===== src/sensor_cmd_pkg.sv =====
package sensor_cmd_pkg;
    // Bus addresses and general call reset
    localparam logic [6:0]  DEV_ADDR      = 7'h70;
    localparam logic [7:0]  GC_WRITE      = 8'h00;
    localparam logic [7:0]  GC_RESET_BYTE = 8'h06;
    // Command words, high byte first on the wire
    localparam logic [15:0] CMD_SLEEP     = 16'hB098;
    localparam logic [15:0] CMD_WAKE      = 16'h3517;
    localparam logic [15:0] CMD_SOFT_RST  = 16'h805D;
    localparam logic [15:0] CMD_IDENTIFIER_READOUT_COMMAND   = 16'hEFC8;
    localparam logic [15:0] CMD_N_ST_T    = 16'h7CA2;
    localparam logic [15:0] CMD_N_ST_H    = 16'h5C24;
    localparam logic [15:0] CMD_N_NS_T    = 16'h7866;
    localparam logic [15:0] CMD_N_NS_H    = 16'h58E0;
    localparam logic [15:0] CMD_L_ST_T    = 16'h6458;
    localparam logic [15:0] CMD_L_ST_H    = 16'h44DE;
    localparam logic [15:0] CMD_L_NS_T    = 16'h609C;
    localparam logic [15:0] CMD_L_NS_H    = 16'h401A;
    // Product identifier; value is arbitrary
    localparam logic [15:0] PRODUCT_ID    = 16'h0A5C;
    // Checksum settings and a known vector
    localparam logic [7:0]  CRC_POLY      = 8'h31;
    localparam logic [7:0]  CRC_INIT      = 8'hFF;
    localparam logic [7:0]  CRC_CHK_HI    = 8'hBE;
    localparam logic [7:0]  CRC_CHK_LO    = 8'hEF;
    localparam logic [7:0]  CRC_CHK_VAL   = 8'h92;
    // Bit and byte counts
    localparam logic [3:0]  BYTE_BITS     = 4'h8;
    localparam logic [3:0]  BIT_LAST      = 4'h7;
    localparam logic [2:0]  IDX_HI1       = 3'h0;
    localparam logic [2:0]  IDX_LO1       = 3'h1;
    localparam logic [2:0]  IDX_CRC1      = 3'h2;
    localparam logic [2:0]  IDX_HI2       = 3'h3;
    localparam logic [2:0]  IDX_LO2       = 3'h4;
    localparam logic [2:0]  IDX_CRC2      = 3'h5;
    localparam logic [7:0]  IDLE_BYTE     = 8'hFF;

    // Link sequencer states
    typedef enum logic [8:0] {
        S_IDLE    = 9'h001,
        S_ADDR    = 9'h002,
        S_ACK     = 9'h004,
        S_WR      = 9'h008,
        S_WACK    = 9'h010,
        S_STRETCH = 9'h020,
        S_RD      = 9'h040,
        S_RACK    = 9'h080,
        S_WAIT    = 9'h100
    } link_state_t;

    // What a read header returns
    typedef enum logic [2:0] {
        RD_NONE = 3'h1,
        RD_MEAS = 3'h2,
        RD_ID   = 3'h4
    } read_kind_t;

    // Whole block state
    typedef struct packed {
        logic [2:0]  scl_s;
        logic [2:0]  sda_s;
        logic        scl_f;
        logic        sda_f;
        link_state_t st;
        logic [3:0]  bit_cnt;
        logic [7:0]  shreg;
        logic        rw;
        logic        is_gc;
        logic [2:0]  byte_idx;
        logic [7:0]  cmd_hi;
        logic        asleep;
        logic        busy;
        logic        stretch_sel;
        logic        low_power;
        logic        temp_first;
        read_kind_t  rd_kind;
        logic [7:0]  crc;
        logic        sda_oe_n;
        logic        scl_oe_n;
        logic        meas_start;
        logic        soft_rst;
    } dev_state_t;

    localparam dev_state_t ST_RST = '{
        scl_s: 3'h7, sda_s: 3'h7, scl_f: 1'b1, sda_f: 1'b1, st: S_IDLE,
        bit_cnt: 4'h0, shreg: 8'h00, rw: 1'b0, is_gc: 1'b0, byte_idx: 3'h0,
        cmd_hi: 8'h00, asleep: 1'b0, busy: 1'b0, stretch_sel: 1'b0,
        low_power: 1'b0, temp_first: 1'b0, rd_kind: RD_NONE, crc: 8'hFF,
        sda_oe_n: 1'b1, scl_oe_n: 1'b1, meas_start: 1'b0, soft_rst: 1'b0};
endpackage : sensor_cmd_pkg


===== src/sensor_i2c_command_interface.sv =====
`timescale 1ns/1ps
// Function
// RQ1: Answer only target address 0x70.
// RQ2: Commands are 16 bits, high byte first.
// RQ3: Power-on puts command logic in idle.
// RQ4: Host should send sleep after power-up.
// RQ5: Asleep, only wake-up command is accepted; the general call reset (0x00, 0x06) still resets here.
// RQ6: Decode four normal-power measurement codes.
// RQ7: Decode four low-power measurement codes.
// RQ8: Host sequence: wake, measure, read, sleep.
// RQ9: No stretch conversion: NACK every header.
// RQ10: Stretch conversion: ACK read, hold SCL.
// RQ11: Host keeps bus quiet during conversion.
// RQ12: Send result, CRC, result, CRC.
// RQ13: No acknowledge: stop sending, release SDA.
// RQ14: Host may end readout with NACK.
// RQ15: Soft reset command acts as power-on.
// RQ16: General call 0x00 then 0x06 resets.
// RQ17: Identifier command returns ID and CRC.
// RQ18: CRC-8 poly 0x31, init 0xFF.
// RQ19: Host retries read header until acknowledged.
module sensor_i2c_command_interface (
    input  wire logic        clk_sys_in,
    input  wire logic        rst_in,
    input  wire logic        scl_in,
    input  wire logic        sda_in,
    input  wire logic        conv_done_in,
    input  wire logic [15:0] temp_in,
    input  wire logic [15:0] hum_in,
    output logic             scl_out,
    output logic             scl_oe_n_out,
    output logic             sda_out,
    output logic             sda_oe_n_out,
    output logic             meas_start_out,
    output logic             meas_low_power_out,
    output logic             meas_temp_first_out,
    output logic             sleep_out,
    output logic             soft_reset_out
);
    sensor_cmd_pkg::dev_state_t q_r;     // Registered state
    sensor_cmd_pkg::dev_state_t q_nxt;   // Next state
    logic                       scl_fv;  // Filtered clock, new value
    logic                       sda_fv;  // Filtered data, new value
    logic                       rise;    // Link clock rising edge
    logic                       fall;    // Link clock falling edge
    logic                       start;   // Start condition seen
    logic                       stop;    // Stop condition seen
    logic                       load;    // Load next transmit byte
    logic                       do_reset;
    logic                       addr_hit;
    logic [15:0]                cmd;
    logic [15:0]                first_w;
    logic [15:0]                second_w;
    logic [7:0]                 txb;
    logic                       tx_crc;  // Byte is a checksum
    logic                       tx_new;  // Byte opens a checksum group
    logic                       mv;
    logic                       ms;
    logic                       ml;
    logic                       mt;

    // Checksum of one byte, msb first, no reflection
    function automatic logic [7:0] crc8(input logic [7:0] c, input logic [7:0] d);
        logic [7:0] r;
        r = c ^ d;
        for (int i = 0; i < int'(sensor_cmd_pkg::BYTE_BITS); i++) begin
            r = r[7] ? ((r << 1) ^ sensor_cmd_pkg::CRC_POLY) : (r << 1);
        end
        return r;
    endfunction : crc8

    // Next state of the whole block
    always_comb begin
        q_nxt = q_r;
        // A change counts once second and third stage agree
        scl_fv = (q_r.scl_s[1] == q_r.scl_s[2]) ? q_r.scl_s[2] : q_r.scl_f;
        sda_fv = (q_r.sda_s[1] == q_r.sda_s[2]) ? q_r.sda_s[2] : q_r.sda_f;
        rise = scl_fv & ~q_r.scl_f;
        fall = ~scl_fv & q_r.scl_f;
        start = q_r.scl_f & scl_fv & q_r.sda_f & ~sda_fv;
        stop = q_r.scl_f & scl_fv & ~q_r.sda_f & sda_fv;
        q_nxt.scl_s = {q_r.scl_s[1:0], scl_in};
        q_nxt.sda_s = {q_r.sda_s[1:0], sda_in};
        q_nxt.scl_f = scl_fv;
        q_nxt.sda_f = sda_fv;
        q_nxt.meas_start = 1'b0;
        q_nxt.soft_rst = 1'b0;
        load = 1'b0;
        do_reset = 1'b0;
        {mv, ms, ml, mt} = 4'h0;
        cmd = {q_r.cmd_hi, q_r.shreg};
        // RQ1: address match
        addr_hit = (q_r.shreg[7:1] == sensor_cmd_pkg::DEV_ADDR) || (q_r.shreg == sensor_cmd_pkg::GC_WRITE);
        // Conversion end frees the link
        if (conv_done_in) begin
            q_nxt.busy = 1'b0;
        end

        // Transmit byte chooser
        first_w = q_r.temp_first ? temp_in : hum_in;
        second_w = q_r.temp_first ? hum_in : temp_in;
        txb = sensor_cmd_pkg::IDLE_BYTE;
        tx_crc = 1'b0;
        tx_new = (q_r.byte_idx == sensor_cmd_pkg::IDX_HI1) || (q_r.byte_idx == sensor_cmd_pkg::IDX_HI2);
        // RQ12: result order
        if (q_r.rd_kind == sensor_cmd_pkg::RD_MEAS) begin
            case (q_r.byte_idx)
                sensor_cmd_pkg::IDX_HI1:  txb = first_w[15:8];
                sensor_cmd_pkg::IDX_LO1:  txb = first_w[7:0];
                sensor_cmd_pkg::IDX_HI2:  txb = second_w[15:8];
                sensor_cmd_pkg::IDX_LO2:  txb = second_w[7:0];
                sensor_cmd_pkg::IDX_CRC1,
                sensor_cmd_pkg::IDX_CRC2: begin
                    txb = q_r.crc;
                    tx_crc = 1'b1;
                end
                default:                  txb = sensor_cmd_pkg::IDLE_BYTE;
            endcase
        // RQ17: identifier readout
        end else if (q_r.rd_kind == sensor_cmd_pkg::RD_ID) begin
            case (q_r.byte_idx)
                sensor_cmd_pkg::IDX_HI1:  txb = sensor_cmd_pkg::PRODUCT_ID[15:8];
                sensor_cmd_pkg::IDX_LO1:  txb = sensor_cmd_pkg::PRODUCT_ID[7:0];
                sensor_cmd_pkg::IDX_CRC1: begin
                    txb = q_r.crc;
                    tx_crc = 1'b1;
                end
                default:                  txb = sensor_cmd_pkg::IDLE_BYTE;
            endcase
        end

        // Bus conditions override any phase
        if (start) begin
            q_nxt.st = sensor_cmd_pkg::S_ADDR;
            q_nxt.bit_cnt = 4'h0;
            q_nxt.sda_oe_n = 1'b1;
        end else if (stop) begin
            q_nxt.st = sensor_cmd_pkg::S_IDLE;
            q_nxt.sda_oe_n = 1'b1;
            q_nxt.scl_oe_n = 1'b1;
        end else begin
            unique case (q_r.st)
                // Waiting for a start
                sensor_cmd_pkg::S_IDLE, sensor_cmd_pkg::S_WAIT: begin
                    q_nxt.sda_oe_n = 1'b1;
                end
                // Header and command bytes sampled on rising edge
                sensor_cmd_pkg::S_ADDR, sensor_cmd_pkg::S_WR: begin
                    if (rise) begin
                        q_nxt.shreg = {q_r.shreg[6:0], sda_fv};
                        q_nxt.bit_cnt = q_r.bit_cnt + 4'h1;
                    end else if (fall && q_r.bit_cnt == sensor_cmd_pkg::BYTE_BITS) begin
                        q_nxt.byte_idx = (q_r.st == sensor_cmd_pkg::S_ADDR) ? 3'h0 : q_r.byte_idx;
                        if (q_r.st == sensor_cmd_pkg::S_WR) begin
                            q_nxt.sda_oe_n = 1'b0;
                            q_nxt.st = sensor_cmd_pkg::S_WACK;
                        // RQ9: busy without stretch refuses all
                        end else if (addr_hit && !(q_r.busy && !(q_r.stretch_sel && q_r.shreg[0]))) begin
                            q_nxt.sda_oe_n = 1'b0;
                            q_nxt.rw = q_r.shreg[0];
                            q_nxt.is_gc = (q_r.shreg == sensor_cmd_pkg::GC_WRITE);
                            q_nxt.st = sensor_cmd_pkg::S_ACK;
                        end else begin
                            q_nxt.st = sensor_cmd_pkg::S_WAIT;
                        end
                    end
                end
                // Header acknowledged; ends on falling edge
                sensor_cmd_pkg::S_ACK: begin
                    if (fall) begin
                        q_nxt.sda_oe_n = 1'b1;
                        q_nxt.bit_cnt = 4'h0;
                        if (!q_r.rw) begin
                            q_nxt.st = sensor_cmd_pkg::S_WR;
                        // RQ10: hold clock low while converting
                        end else if (q_r.busy) begin
                            q_nxt.scl_oe_n = 1'b0;
                            q_nxt.st = sensor_cmd_pkg::S_STRETCH;
                        end else begin
                            load = 1'b1;
                        end
                    end
                end
                // RQ10: release clock with first bit ready
                sensor_cmd_pkg::S_STRETCH: begin
                    if (!q_r.busy) begin
                        q_nxt.scl_oe_n = 1'b1;
                        load = 1'b1;
                    end
                end
                // Command byte acknowledged
                sensor_cmd_pkg::S_WACK: begin
                    if (fall) begin
                        q_nxt.sda_oe_n = 1'b1;
                        q_nxt.bit_cnt = 4'h0;
                        q_nxt.st = sensor_cmd_pkg::S_WR;
                        // RQ16: general call reset byte
                        if (q_r.is_gc) begin
                            do_reset = (q_r.shreg == sensor_cmd_pkg::GC_RESET_BYTE);
                        // RQ2: high byte kept first
                        end else if (q_r.byte_idx == 3'h0) begin
                            q_nxt.cmd_hi = q_r.shreg;
                            q_nxt.byte_idx = 3'h1;
                        end else begin
                            q_nxt.byte_idx = 3'h0;
                            // RQ5: asleep only wake-up counts
                            if (q_r.asleep) begin
                                q_nxt.asleep = (cmd != sensor_cmd_pkg::CMD_WAKE);
                            end else begin
                                case (cmd)
                                    sensor_cmd_pkg::CMD_SLEEP:    q_nxt.asleep = 1'b1;
                                    // RQ15: soft reset command
                                    sensor_cmd_pkg::CMD_SOFT_RST: do_reset = 1'b1;
                                    sensor_cmd_pkg::CMD_IDENTIFIER_READOUT_COMMAND:  q_nxt.rd_kind = sensor_cmd_pkg::RD_ID;
                                    // RQ6: normal-power codes
                                    sensor_cmd_pkg::CMD_N_ST_T:   {mv, ms, ml, mt} = {1'b1, 1'b1, 1'b0, 1'b1};
                                    sensor_cmd_pkg::CMD_N_ST_H:   {mv, ms, ml, mt} = {1'b1, 1'b1, 1'b0, 1'b0};
                                    sensor_cmd_pkg::CMD_N_NS_T:   {mv, ms, ml, mt} = {1'b1, 1'b0, 1'b0, 1'b1};
                                    sensor_cmd_pkg::CMD_N_NS_H:   {mv, ms, ml, mt} = {1'b1, 1'b0, 1'b0, 1'b0};
                                    // RQ7: low-power codes
                                    sensor_cmd_pkg::CMD_L_ST_T:   {mv, ms, ml, mt} = {1'b1, 1'b1, 1'b1, 1'b1};
                                    sensor_cmd_pkg::CMD_L_ST_H:   {mv, ms, ml, mt} = {1'b1, 1'b1, 1'b1, 1'b0};
                                    sensor_cmd_pkg::CMD_L_NS_T:   {mv, ms, ml, mt} = {1'b1, 1'b0, 1'b1, 1'b1};
                                    sensor_cmd_pkg::CMD_L_NS_H:   {mv, ms, ml, mt} = {1'b1, 1'b0, 1'b1, 1'b0};
                                    // Unknown or wake while awake: ignored
                                    default:                      mv = 1'b0;
                                endcase
                            end
                        end
                    end
                end
                // Shift out on falling edges
                sensor_cmd_pkg::S_RD: begin
                    if (fall) begin
                        if (q_r.bit_cnt == sensor_cmd_pkg::BIT_LAST) begin
                            q_nxt.sda_oe_n = 1'b1;
                            q_nxt.st = sensor_cmd_pkg::S_RACK;
                        end else begin
                            q_nxt.shreg = {q_r.shreg[6:0], 1'b0};
                            q_nxt.sda_oe_n = q_r.shreg[6];
                            q_nxt.bit_cnt = q_r.bit_cnt + 4'h1;
                        end
                    end
                end
                // RQ13: host acknowledge decides continuation
                sensor_cmd_pkg::S_RACK: begin
                    if (rise && sda_fv) begin
                        q_nxt.st = sensor_cmd_pkg::S_WAIT;
                    end else if (fall) begin
                        load = 1'b1;
                    end
                end
                default: q_nxt.st = sensor_cmd_pkg::S_IDLE;
            endcase
        end

        // Measurement start latches its options
        if (mv) begin
            q_nxt.busy = 1'b1;
            q_nxt.meas_start = 1'b1;
            q_nxt.stretch_sel = ms;
            q_nxt.low_power = ml;
            q_nxt.temp_first = mt;
            q_nxt.rd_kind = sensor_cmd_pkg::RD_MEAS;
        end
        // Next byte goes out; pin driven low for a zero
        if (load) begin
            q_nxt.shreg = txb;
            q_nxt.sda_oe_n = txb[7];
            q_nxt.bit_cnt = 4'h0;
            q_nxt.byte_idx = q_r.byte_idx + 3'h1;
            q_nxt.st = sensor_cmd_pkg::S_RD;
            // RQ18: checksum over two preceding bytes
            if (!tx_crc) begin
                q_nxt.crc = crc8(tx_new ? sensor_cmd_pkg::CRC_INIT : q_r.crc, txb);
            end
        end
        // RQ15: same effect as power-on, pins kept sampled
        if (do_reset) begin
            q_nxt = sensor_cmd_pkg::ST_RST;
            q_nxt.scl_s = {q_r.scl_s[1:0], scl_in};
            q_nxt.sda_s = {q_r.sda_s[1:0], sda_in};
            q_nxt.scl_f = scl_fv;
            q_nxt.sda_f = sda_fv;
            q_nxt.soft_rst = 1'b1;
        end
    end

    // RQ3: state register, power-on reset to idle
    always_ff @(posedge clk_sys_in) begin
        if (rst_in) begin
            q_r <= sensor_cmd_pkg::ST_RST;
        end else begin
            q_r <= q_nxt;
        end
    end

    // Open-drain pins only ever pull low
    assign scl_out = 1'b0;
    assign sda_out = 1'b0;
    assign scl_oe_n_out = q_r.scl_oe_n;
    assign sda_oe_n_out = q_r.sda_oe_n;
    assign meas_start_out = q_r.meas_start;
    assign meas_low_power_out = q_r.low_power;
    assign meas_temp_first_out = q_r.temp_first;
    assign sleep_out = q_r.asleep;
    assign soft_reset_out = q_r.soft_rst;
endmodule : sensor_i2c_command_interface


===== config.mk =====
export PLATFORM = sky130hd
export DESIGN_NAME = sensor_i2c_command_interface
export DESIGN_NICKNAME = d
export VERILOG_FILES = /design/src/sensor_cmd_pkg.sv /design/src/sensor_i2c_command_interface.sv
export SDC_FILE = /design/constraint.sdc
export NUM_CORES = 1
export LEC_CHECK = 0
export CORE_ASPECT_RATIO = 1.75
export CORE_MARGIN = 5
export CORE_UTILIZATION = 35
export DETAILED_ROUTE_END_ITERATION = 16
export DONT_BUFFER_PORTS = 1
export MAX_ROUTING_LAYER = met4
export PLACE_DENSITY = 0.54
export SLEW_MARGIN = 5
export SYNTH_ARGS = -nofsm -noshare
export SYNTH_HDL_FRONTEND = slang
export SYNTH_SLANG_ARGS = --single-unit

===== constraint.sdc =====
create_clock -name clk_sys_in -period 2.87 [get_ports clk_sys_in]
set_input_delay 0.574 -clock clk_sys_in [delete_from_list [all_inputs] [get_ports clk_sys_in]]
set_output_delay 0.574 -clock clk_sys_in [all_outputs]
set_load 0.02 [all_outputs]

# Word-level counts from Yosys, hierarchy flattened
# Cells that the tools add are included.
# Widths: inputs -> output; s select.
# totals
reg_bits	62
latchBits	0
ram_bits	0
mem_bits_ro	0
output_inout_bits	9
wordCells	319
mem_count	0
# op_classes
addsub	2
n_mul	0
div_mod_pow	0
n_lt_le_gt_ge	0
eq_ne	82
n_shift	0
n_mux	134
bitwise_logic	29
n_reduce_logical	47
# ops
operator	n
$eq 16x15->1 const B	8
$mux 9	9
$mux 1	72
$pmux 9 s6	1
$eq 16x16->1 const B	3
$mux 12	4
$mux 6	8
$ne 5x5->1 const B	8
$pmux 8 s5	1
$ne 3x3->1 const B	13
$mux 16	2
$mux 8	4
$mux 3	10
$ne 4x4->1 const B	7
$reduce_and 9->1	3
$mux 13	2
$mux 26	1
$not 3->3	8
$pmux 8 s3	1
$reduce_and 6->1	4
$reduce_and 8->1	3
$mux 22	1
$mux 21	1
$reduce_and 7->1	3
54 further kinds	117

# Depth between registers and ports, before layout
# Gate-level depths: netlist of the first run.
# depth
depth_word	21
depth_mapped	14

# Worst setup path before layout of the first run
# No wires, ideal clock.
# synth_path
kind	reg-to-reg
startpoint	register q_r[28] in the netlist's numbering
endpoint	register q_r[9] in the netlist's numbering
arrival_ns	2.942
required_ns	2.812
slack_ns	-0.130
path_stages_with_launch	13
path_buffers	1
period_less_slack_ns	3.000
cell_sequence	dfxtp_1 > inv_1 > ha_1 > buf_2 > or3_1 > and2_2 > xnor2_1 > and3b_1 > a211oi_4 > or4b_1 > a41oi_1 > and4b_1 > nand2_1
# synth_between
elab_chain_len	14
word_cells_on_any_way	42
# synth_lines
item	line_no	source
from (decl)	sensor_i2c_command_interface.sv:40	sensor_cmd_pkg::dev_state_t q_r;
from (signal assigned)	sensor_i2c_command_interface.sv:292	q_r <= sensor_cmd_pkg::ST_RST;
from (signal assigned)	sensor_i2c_command_interface.sv:294	q_r <= q_nxt;
$eq 3x2->1 (tied with other cells)	sensor_i2c_command_interface.sv:107, sensor_i2c_command_interface.sv:121	
$reduce_or 2->1 or $pmux 8 s3 (tied branches)	sensor_i2c_command_interface.sv:107, sensor_i2c_command_interface.sv:121	
$pmux 8 s5 or $mux 8 (tied branches)	sensor_i2c_command_interface.sv:107, sensor_i2c_command_interface.sv:120	
$mux 8	sensor_i2c_command_interface.sv:106	if (q_r.rd_kind == sensor_cmd_pkg::RD_MEAS) begin
$xor 8x8->8	sensor_i2c_command_interface.sv:65	r = c ^ d;
$mux 6 (2 in a row)	sensor_i2c_command_interface.sv:67	r = r[7] ? ((r << 1) ^ sensor_cmd_pkg::CRC_POLY) : (r << 1);
$not 3->3 (no source line)	-	
$mux 6	sensor_i2c_command_interface.sv:67	
$not 3->3 (no source line)	-	
$mux 6 (2 in a row)	sensor_i2c_command_interface.sv:67	
$not 3->3 (no source line)	-	
$mux 6	sensor_i2c_command_interface.sv:67	
# Several ways; a longest one is shown, not always the timed one.
# A chain may end at the register's enable or synchronous reset.

# Worst setup path in the final report of the first run
# layout_path
startpoint	register q_r[30] in the netlist's numbering
endpoint	register q_r[9] in the netlist's numbering
# The elaborated chain is that of the path after synthesis.

==> metrics.md, run 1 <==
| Metric | Value |
|---|---|
| Outcome | finished clean |
| Combinational cell fraction of total power | 13.5% |
| Cell family with most CP delay | simple AND/OR/NAND/NOR gates |
| MaxCap Viol Count | 0 |
| Global routing usage on met2 | 40.4% |
| CTS tree | done |
| Post-synth EDFFs | 0 |
| Busiest grt layer | met2 |
| Internal power | 1660 uW |
| Leading area contributor after synthesis | dfxtp_1 |
| Final wirelength | 16700 um |
| RePlAce Congestion | 0.978 |
| Clock transition at path regs | 0.06 ns |
| RSZ-0062 raised after global routing | yes |
| Crit path max fanout | 8 |
| Vias/cell | 5.67 |
| Critical Path Sink | q_r[9] |
| Number of global-route vias before repair | 5010 |
| Die Y | 165 um |
| Core box area | 0.0134 mm^2 |
| Maximum vdd drop | 0.336 mV |
| Synth warnings | 0 |
| Commonest cells post-synth | nand2_1, nor2_1, dfxtp_1 |
| Worst slew pin tran | 0.624 ns |
| Clock group share of total power | 46.4% |
| CTS Buf Count | 9 |
| CTS HTree Levels | 3 |
| R2R Setup Slk | 0.07 ns |
| Critical path class | flop to flop |
| First-pass GRT wire length | 26200 um |
| Final net count | 733 |
| Met1 GRT Util | 19.6% |
| # setup viols final | 0 |
| Pin count of the biggest net entering global routing | 32 |
| Fin crit share | 97.5% |
| Cell variety after synth | 79 |
| Area contributors post-synth | dfxtp_1, nand2_1, nor2_1 |
| FFs w/ async S/R, synth | 0% |
| Area after DPL | 0.00553 mm^2 |
| DIE AREA | 0.0162 mm^2 |
| Post-Synthesis Cells | 621 |
| Max incr delay on CP | 0.51 ns |
| GR Overflow Total | 0 |
| Net Sw Frac | 25.8% |
| Drt wl/cell | 19.3 um |
| N_diodes | 0 |
| Share of layout cells above drive strength 1 | 27.5% |
| Element type at the critical path end | flop |
| Pwr Density | 362 mW/mm^2 |
| Die width | 98.3 um |
| Critical Path RT | 3.15 ns |
| CP cell instances | buf_6 > mux2_4 > a221oi_4 > nor2_4 > or2_4 > o311ai_4 > or4b_4 > a41oi_2 > and4b_1 > nand2_1 |
| Pwr Total | 2240 uW |
| Detailed Route Iter0 Violations | 314 |
| R2r endpoint | q_r[9] |
| Clk root buf | clkbuf_16 |
| Psw | 576 uW |
| #FFs+latches synth | 62 |
| # fillers | 1346 |
| Starting Density | 35.7% |
| CP bufs+invs | 1 |
| Max Root-Sink Buffers | 2 |
| Sequential share of power | 40.1% |
| Gr usage total | 21.1% |
| Seq/Total Area, Yosys | 26.0% |
| CP Depth | 10 |
| HPWL after DPL | 13500 um |
| Clk_lat worst skew | 0.33 ns |
| Clk sinks | 62 |
| Via count | 4921 |
| IO Count | 46 |
| Critical Path AT | 3.08 ns |
| Fin area | 0.00618 mm^2 |
| Synthesis-to-layout area growth | 29.3% |
| Min Tclk post-route | 2.80 ns |
| Input/output buffers | 0 |
| Count leader, synth | nand2_1 |
| Drt pass-1 iters | 4 |
| Avg Inst Size Synth | 7.69 um^2 |
| Post-route DRC | 0 |
| Slew HR | 58.0% |
| Synth Cell Area | 0.00478 mm^2 |
| Clk_skew | 0.00788 ns |
| Synth top area share | 26.0% |
| Leak | 0.00219 uW |
| R2R depth | 10 |
| Worst hold path type | input pin to flop |
| Initial antenna violation count | 0 |
| Primary FF master, synth | dfxtp_1 |
| Critical Path Start | q_r[30] |
| Worst r2r src | q_r[30] |
| Final max-slew violation count | 0 |
| Worst path slowest cell | or4b_4 |
| Critical path launch point type | flop |
| ANT nets after route | 0 |
| Row count | 56 |
| Setup TNS | 0 ns |
| Fmax | 357 MHz |
| Final hold violations | 0 |
| M3 GR Usage | 3.00% |
## cells in the final DEF, fill, tap and decap left out, drive strengths merged, types with 5 or more instances in the layout
cell type  synthesis  layout
buf               19      95
nor2              73      73
nand2             72      72
dfxtp             62      62
a21oi             39      39
o21ai             26      26
mux2i             22      22
nand3             21      21
nor3              18      18
inv               17      17
xnor2             16      16
nor2b             15      15
mux2              14      14
nand2b            13      13
clkbuf            20      13
or3               12      12
a211oi            10      10
a31oi             10      10
nand4              9       9
o211ai             9       9
nor3b              9       9
or2                9       9
a221oi             9       9
and2               8       8
xor2               7       7
ha                 7       7
a22oi              6       6
a21o               5       5
## registers in the layout, indices dropped and copies added, names as in the netlist
register and cells:
cmd 16, meas_temp_first_out 1, scl_oe_n_out 1, soft_reset_out 1, sleep_out 1, sda_oe_n_out 1, q_r 39, meas_start_out 1
meas_low_power_out 1
## logic make-up (layout without fill, tap and decap cells)
logic type | Yosys count | after routing | share of synthesized area [%]
buffers and inverters | 56 | 128 | 5.50
AO/OA/AOI/OAI | 149 | 149 | 22.4
multiplexers | 37 | 37 | 8.54
adder cells (fa/ha/maj) | 7 | 7 | 1.83
AND/OR/NAND/NOR | 286 | 286 | 31.2
other | 1 | 2 | 0.0785
flip-flops | 62 | 62 | 26.0
XOR/XNOR | 23 | 23 | 4.37
## final cells by class
cell class / count / area, um^2 / share of cell area (%)
Multi-Input combinational cell: 504 / 3580 / 58.0
Sequential cell: 62 / 1250 / 20.3
Clock inverter: 3 / 17.5 / 0.284
Timing Repair Buffer: 95 / 768 / 12.4
Clock buffer: 13 / 270 / 4.38
Inverter: 17 / 68.8 / 1.11
Tap cell: 174 / 218 / 3.53
## worst min path at each step
stage          startpoint              to  slack, ns  cells after the start
2_1_floorplan     q_r[56]         q_r[57]       0.39                      1
3_3_place_gp      q_r[56]         q_r[57]       0.39                      1
3_5_place_dp      q_r[56]         q_r[57]       0.40                      1
4_1_cts            rst_in  soft_reset_out       0.33                      1
5_1_grt            rst_in  soft_reset_out       0.32                      1
6_report           rst_in  soft_reset_out       0.33                      1
## stage by stage
| stage | hold WS [ns] | setup slack, ns | util (%) | cells |
|---|---|---|---|---|
| finish | 0.330 | 0.0724 | 46.1 | 868 |
| global route | 0.321 | -0.0392 | 46.1 | 868 |
| CTS | 0.331 | 0.0122 | 44.4 | 865 |
| detailed placement | 0.397 | -0.129 | 41.3 | 849 |
| global placement | 0.392 | -0.0421 | 41.3 | 849 |
| floorplan | 0.389 | -0.0155 | - | 622 |
## layer usage
metal / vias up / share of wire [%]
li1: 2393 / -
met1: 2334 / 36
met2: 142 / 55
met3: 52 / 3.8
met4: 0 / 5.5
met5: - / 0
## power groups by stage
stage          registers [uW]  logic (uW)  clock network (uW)
2_1_floorplan             912         202                   0
3_3_place_gp              917         291                   0
3_5_place_dp              918         291                   0
4_1_cts                   898         294                1060
5_1_grt                   898         321                1110
6_report                  897         301                1040
## what timing repair did
item | CTS | global route
gates cloned | 0 | 0
hold buffers | 0 | 0
resized for setup | 27 | 40
pin swaps | 8 | 15
setup buffers | 0 | 4
endpoints found under the setup margin | 6 | 17
(Power assumes the default switching activity.)
==> run 2, diff against run 1 <==
Settings changed: PLACE_DENSITY 0.54 to 0.52.
Clock period 2.87 ns to 2.6 ns, I/O delays scaled along.
==> metrics.md, run 2 (same netlist as run 1, synthesis figures left out) <==
| Metric | Value |
|---|---|
| DIE AREA | 0.0162 mm^2 |
| R2R depth | 11 |
| R2R Setup Slk | -0.26 ns |
| Cell family with most CP delay | simple AND/OR/NAND/NOR gates |
| Failing checks | setup timing |
| CP most frequent cell | ha_4 |
| CTS hold repair buffers | 0 |
| Pin count of the biggest net entering global routing | 25 |
| Final wirelength | 17100 um |
| Post-route DRC | 0 |
| Share of layout cells above drive strength 1 | 33.5% |
| Commonest non-fill, non-tap cell in the layout | buf_4 |
| Worst hold path type | input pin to flop |
| Number of global-route vias before repair | 5083 |
| Worst slew pin tran | 0.650 ns |
| Starting Density | 35.7% |
| CP cell instances | ha_4 > ha_4 > buf_4 > a221oi_2 > nor2_2 > or2_4 > o311ai_4 > or4b_4 > a41oi_2 > and4b_1 > nand2_1 |
| Slew HR | 56.3% |
| Final net count | 778 |
| Critical path launch point type | flop |
| Final hold violations | 0 |
| Final max-slew violation count | 0 |
| Gr usage total | 21.4% |
| Crit path max fanout | 5 |
| CTS tree | done |
| Hold Path Stages | 1 |
| Vias/cell | 5.63 |
| Critical Path RT | 2.88 ns |
| Area after DPL | 0.00584 mm^2 |
| Critical Path AT | 3.14 ns |
| Leak | 0.00242 uW |
| Fin crit share | 110% |
| CTS HTree Levels | 3 |
| Min Tclk post-route | 2.86 ns |
| Max reg flops | 39 |
| Hold_sp | rst_in |
| ANT nets after route | 0 |
| Die width | 98.3 um |
| Clk_skew | 0.00937 ns |
| Drt pass-1 iters | 5 |
| Die Y | 165 um |
| Most frequent cells in the layout | buf_4, nand2_1, nor2_1 |
| N_diodes | 0 |
| HPWL after DPL | 13700 um |
| Element type at the critical path end | flop |
| Pwr Density | 374 mW/mm^2 |
| Fin cells | 912 |
| Max Root-Sink Buffers | 2 |
| Detailed Route Iter0 Violations | 287 |
| Synthesis-to-layout area growth | 37.3% |
| GR Overflow Total | 0 |
| Final core utilization | 49.0% |
| # placed instances | 884 |
| Input/output buffers | 0 |
| Hold EP | soft_reset_out |
| Fin area | 0.00656 mm^2 |
| Drt wl/cell | 18.8 um |
| Pre-CTS setup slack | -0.292 ns |
| Core box area | 0.0134 mm^2 |
| Clk root buf | clkbuf_16 |
| R2r endpoint | q_r[9] |
| CTS Buf Count | 9 |
| Worst path slowest cell | or4b_4 |
| Worst-case hold slack | 0.276 ns |
| Initial antenna violation count | 0 |
| IO Count | 46 |
| RePlAce Congestion | 0.987 |
| Clk sinks | 62 |
| Biggest register | q_r |
| Final WS setup | -0.263 ns |
| Via count | 5130 |
| First-pass GRT wire length | 26400 um |
| Clock transition at path regs | 0.06 ns |
| # setup viols final | 8 |
| Row count | 56 |
| Maximum vdd drop | 0.349 mV |
| Clk_lat worst skew | 0.34 ns |
| MaxCap Viol Count | 0 |
| Max incr delay on CP | 0.50 ns |
| Fmax | 349 MHz |
| CP bufs+invs | 1 |
| Critical path class | flop to flop |
| Worst r2r src | q_r[28] |
| RSZ-0062 raised after global routing | yes |
| Outcome | complete, but fails checks |
## run 2: cell types whose count changed in the layout (fill, tap and decap cells not counted), sizes merged
cell and delta:
clkbuf -3, buf +44, inv +1, clkdlybuf4s15 +1
clkinvlp -1, clkinv +2
## run 2: power breakdown
part | internal, uW | switching [uW] | total, uW
Combinational | 201 | 196 | 397
Clock | 632 | 431 | 1060
Sequential | 967 | 23.4 | 990
Total | 1800 | 651 | 2450
## run 2: how the worst max path moves through the flow
stage,start,end,slack [ns],cells past startpoint
finish,q_r[28],q_r[9],-0.26,11
global route,q_r[30],q_r[9],-0.32,10
CTS,q_r[28],q_r[9],-0.19,11
detailed placement,q_r[28],q_r[9],-0.29,12
global placement,q_r[28],q_r[9],-0.24,12
floorplan,q_r[28],q_r[9],-0.23,12
## run 2: timing repair
action / in CTS / in global routing
cloned: 0 / 1
setup endpoints to repair: 9 / 20
setup buffers: 2 / 10
gates resized for setup: 27 / 40
endpoints found under the hold margin: 0 / 0
pin swaps: 7 / 22
## run 2: cell type report
cell class                      instances  area (um^2)
Fill cell                            1323         6820
Clock inverter                          5         26.3
Timing Repair Buffer                  140         1130
Sequential cell                        62         1250
Tap cell                              174          218
Inverter                               17         68.8
Multi-Input combinational cell        504         3640
Clock buffer                           10          229
## run 2: metrics by stage
stage	power, uW	setup TNS, ns
after floorplan	1230	-0.511
after detailed placement	1380	-1.65
after global placement	1380	-1.37
final	2450	-0.649
after global routing	2570	-1.75
after CTS	2470	-0.740
## run 2: routing by layer
metal	wire, um	vias up	global-route usage, %
li1	-	2488	-
met1	5910	2444	18.9
met2	9740	151	42.6
met3	675	47	3.89
met4	784	0	10.1
met5	0	-	-
==> run 3, diff against run 2 <==
Settings changed: CTS_CLUSTER_SIZE set to 10.
Clock period 2.6 ns to 3.3 ns, I/O delays scaled along.
==> metrics.md, run 3 (same netlist as run 1, synthesis figures left out) <==
| Metric | Value |
|---|---|
| Post-route DRC | 0 |
| Worst path slowest cell | or4b_1 |
| Leak | 0.00186 uW |
| Hold Path Stages | 1 |
| Worst r2r src | q_r[29] |
| Clock group share of total power | 52.9% |
| Input/output buffers | 0 |
| Clk_skew | 0.00954 ns |
| Psw | 512 uW |
| Drt wl/cell | 19.3 um |
| Die width | 98.3 um |
| Final wirelength | 15600 um |
| Most frequent cells in the layout | nand2_1, nor2_1, dfxtp_1 |
| Final net count | 676 |
| Clk sinks | 62 |
| Combinational cell fraction of total power | 10.1% |
| Hold_sp | rst_in |
| GR Overflow Total | 0 |
| Slew HR | 55.8% |
| Net Sw Frac | 24.2% |
| Area after DPL | 0.00507 mm^2 |
| CTS hold repair buffers | 0 |
| # fillers | 1407 |
| Internal power | 1610 uW |
| Hold EP | soft_reset_out |
| R2R Setup Slk | 0.21 ns |
| Sequential share of power | 36.9% |
| Setup TNS | 0 ns |
| Crit path max fanout | 11 |
| MaxCap Viol Count | 0 |
| RePlAce Congestion | 0.886 |
| Die Y | 165 um |
| Biggest register | q_r |
| Outcome | finished clean |
| Maximum vdd drop | 0.344 mV |
| Initial antenna violation count | 0 |
| CTS tree | done |
| Via count | 4702 |
| Max Root-Sink Buffers | 2 |
| Pwr Density | 387 mW/mm^2 |
| Clock transition at path regs | 0.06 ns |
| Element type at the critical path end | flop |
| R2r endpoint | q_r[9] |
| Vias/cell | 5.80 |
| Detailed Route Iter0 Violations | 323 |
| Commonest non-fill, non-tap cell in the layout | nand2_1 |
| Critical Path RT | 3.59 ns |
| Max reg flops | 39 |
| IO Count | 46 |
| # setup viols final | 0 |
| Min Tclk post-route | 3.09 ns |
| Gr usage total | 20.1% |
| Worst slew pin tran | 0.662 ns |
| Fin crit share | 93.7% |
| CTS HTree Levels | 3 |
| Row count | 56 |
| RSZ-0062 raised after global routing | no |
| Clk root buf | clkbuf_16 |
| ANT nets after route | 0 |
| DIE AREA | 0.0162 mm^2 |
| R2R depth | 13 |
| Critical path class | flop to flop |
| Pin count of the biggest net entering global routing | 32 |
| Fmax | 323 MHz |
| Number of global-route vias before repair | 4612 |
| Final hold violations | 0 |
| CP cell instances | inv_1 > ha_1 > buf_12 > or3_1 > and2_2 > xnor2_1 > and3b_1 > a211oi_4 > buf_4 > or4b_1 > a41oi_1 > and4b_1 > nand2_1 |
| Critical Path AT | 3.38 ns |
| Critical path launch point type | flop |
| Share of layout cells above drive strength 1 | 15.4% |
| Synthesis-to-layout area growth | 14.6% |
| Max incr delay on CP | 0.46 ns |
| Drt pass-1 iters | 5 |
| CTS Buf Count | 9 |
| Worst hold path type | input pin to flop |
| Starting Density | 35.7% |
| Clk_lat worst skew | 0.34 ns |
| Fin area | 0.00547 mm^2 |
| Core box area | 0.0134 mm^2 |
| HPWL after DPL | 12500 um |
| N_diodes | 0 |
| First-pass GRT wire length | 24700 um |
| Final max-slew violation count | 0 |
-- run 3: power by group through the flow --
stage / clock network [uW] / logic [uW] / registers [uW]
final: 1120 / 215 / 782
after global routing: 1180 / 239 / 783
after CTS: 1140 / 217 / 782
after detailed placement: 0 / 216 / 799
after global placement: 0 / 212 / 798
after floorplan: 0 / 176 / 794
-- run 3: how the worst max path moves through the flow --
| stage | startpoint | end | slack, ns | depth (start not counted) |
|---|---|---|---|---|
| after floorplan | q_r[28] | q_r[9] | 0.30 | 12 |
| after global placement | q_r[29] | q_r[9] | 0.17 | 12 |
| after global routing | q_r[29] | q_r[9] | 0.0003 | 13 |
| after detailed placement | q_r[28] | q_r[9] | 0.09 | 11 |
| after CTS | q_r[28] | q_r[9] | 0.08 | 11 |
| final | q_r[29] | q_r[9] | 0.21 | 13 |
-- run 3: repair_timing --
action,in CTS,in global routing
setup buffers,0,3
setup endpoints to repair,0,4
resized for setup,0,5
-- run 3: per-layer routing --
metal,global-route usage (%),vias up,wire (um)
met1,19.1,2204,5500
li1,-,2280,-
met3,3.25,58,781
met5,-,-,0
met4,11.5,0,801
met2,37.7,160,8530
-- run 3: final cells by class --
| cell class | count | area [um^2] | share of cell area [%] |
|---|---|---|---|
| multi-input cells | 504 | 3300 | 60.3 |
| flip-flops and latches | 62 | 1240 | 22.7 |
| repair buffers | 38 | 298 | 5.44 |
| clock buffers | 11 | 243 | 4.44 |
| well taps | 174 | 218 | 3.98 |
| clock inverters | 5 | 106 | 1.94 |
| inverters | 17 | 63.8 | 1.17 |
-- run 3: metrics by stage --
step / setup slack [ns] / total power (uW) / hold WS (ns) / utilization (%) / instances
floorplan: 0.300 / 969 / 0.389 / - / 622
global placement: 0.171 / 1010 / 0.395 / 37.9 / 792
detailed placement: 0.0859 / 1010 / 0.399 / 37.9 / 792
CTS: 0.0803 / 2140 / 0.405 / 40.5 / 808
global route: 0.000346 / 2200 / 0.404 / 40.9 / 811
finish: 0.208 / 2120 / 0.409 / 40.9 / 811
-- run 3: critical path, delay by kind of cell (launching register included) --
family | cells | cell delay [ns]
buf+inv | 3 | 0.42
flops | 1 | 0.37
simple gates | 6 | 1.52
compound gates | 2 | 0.24
fa+ha+maj | 1 | 0.24
xor+xnor | 1 | 0.23
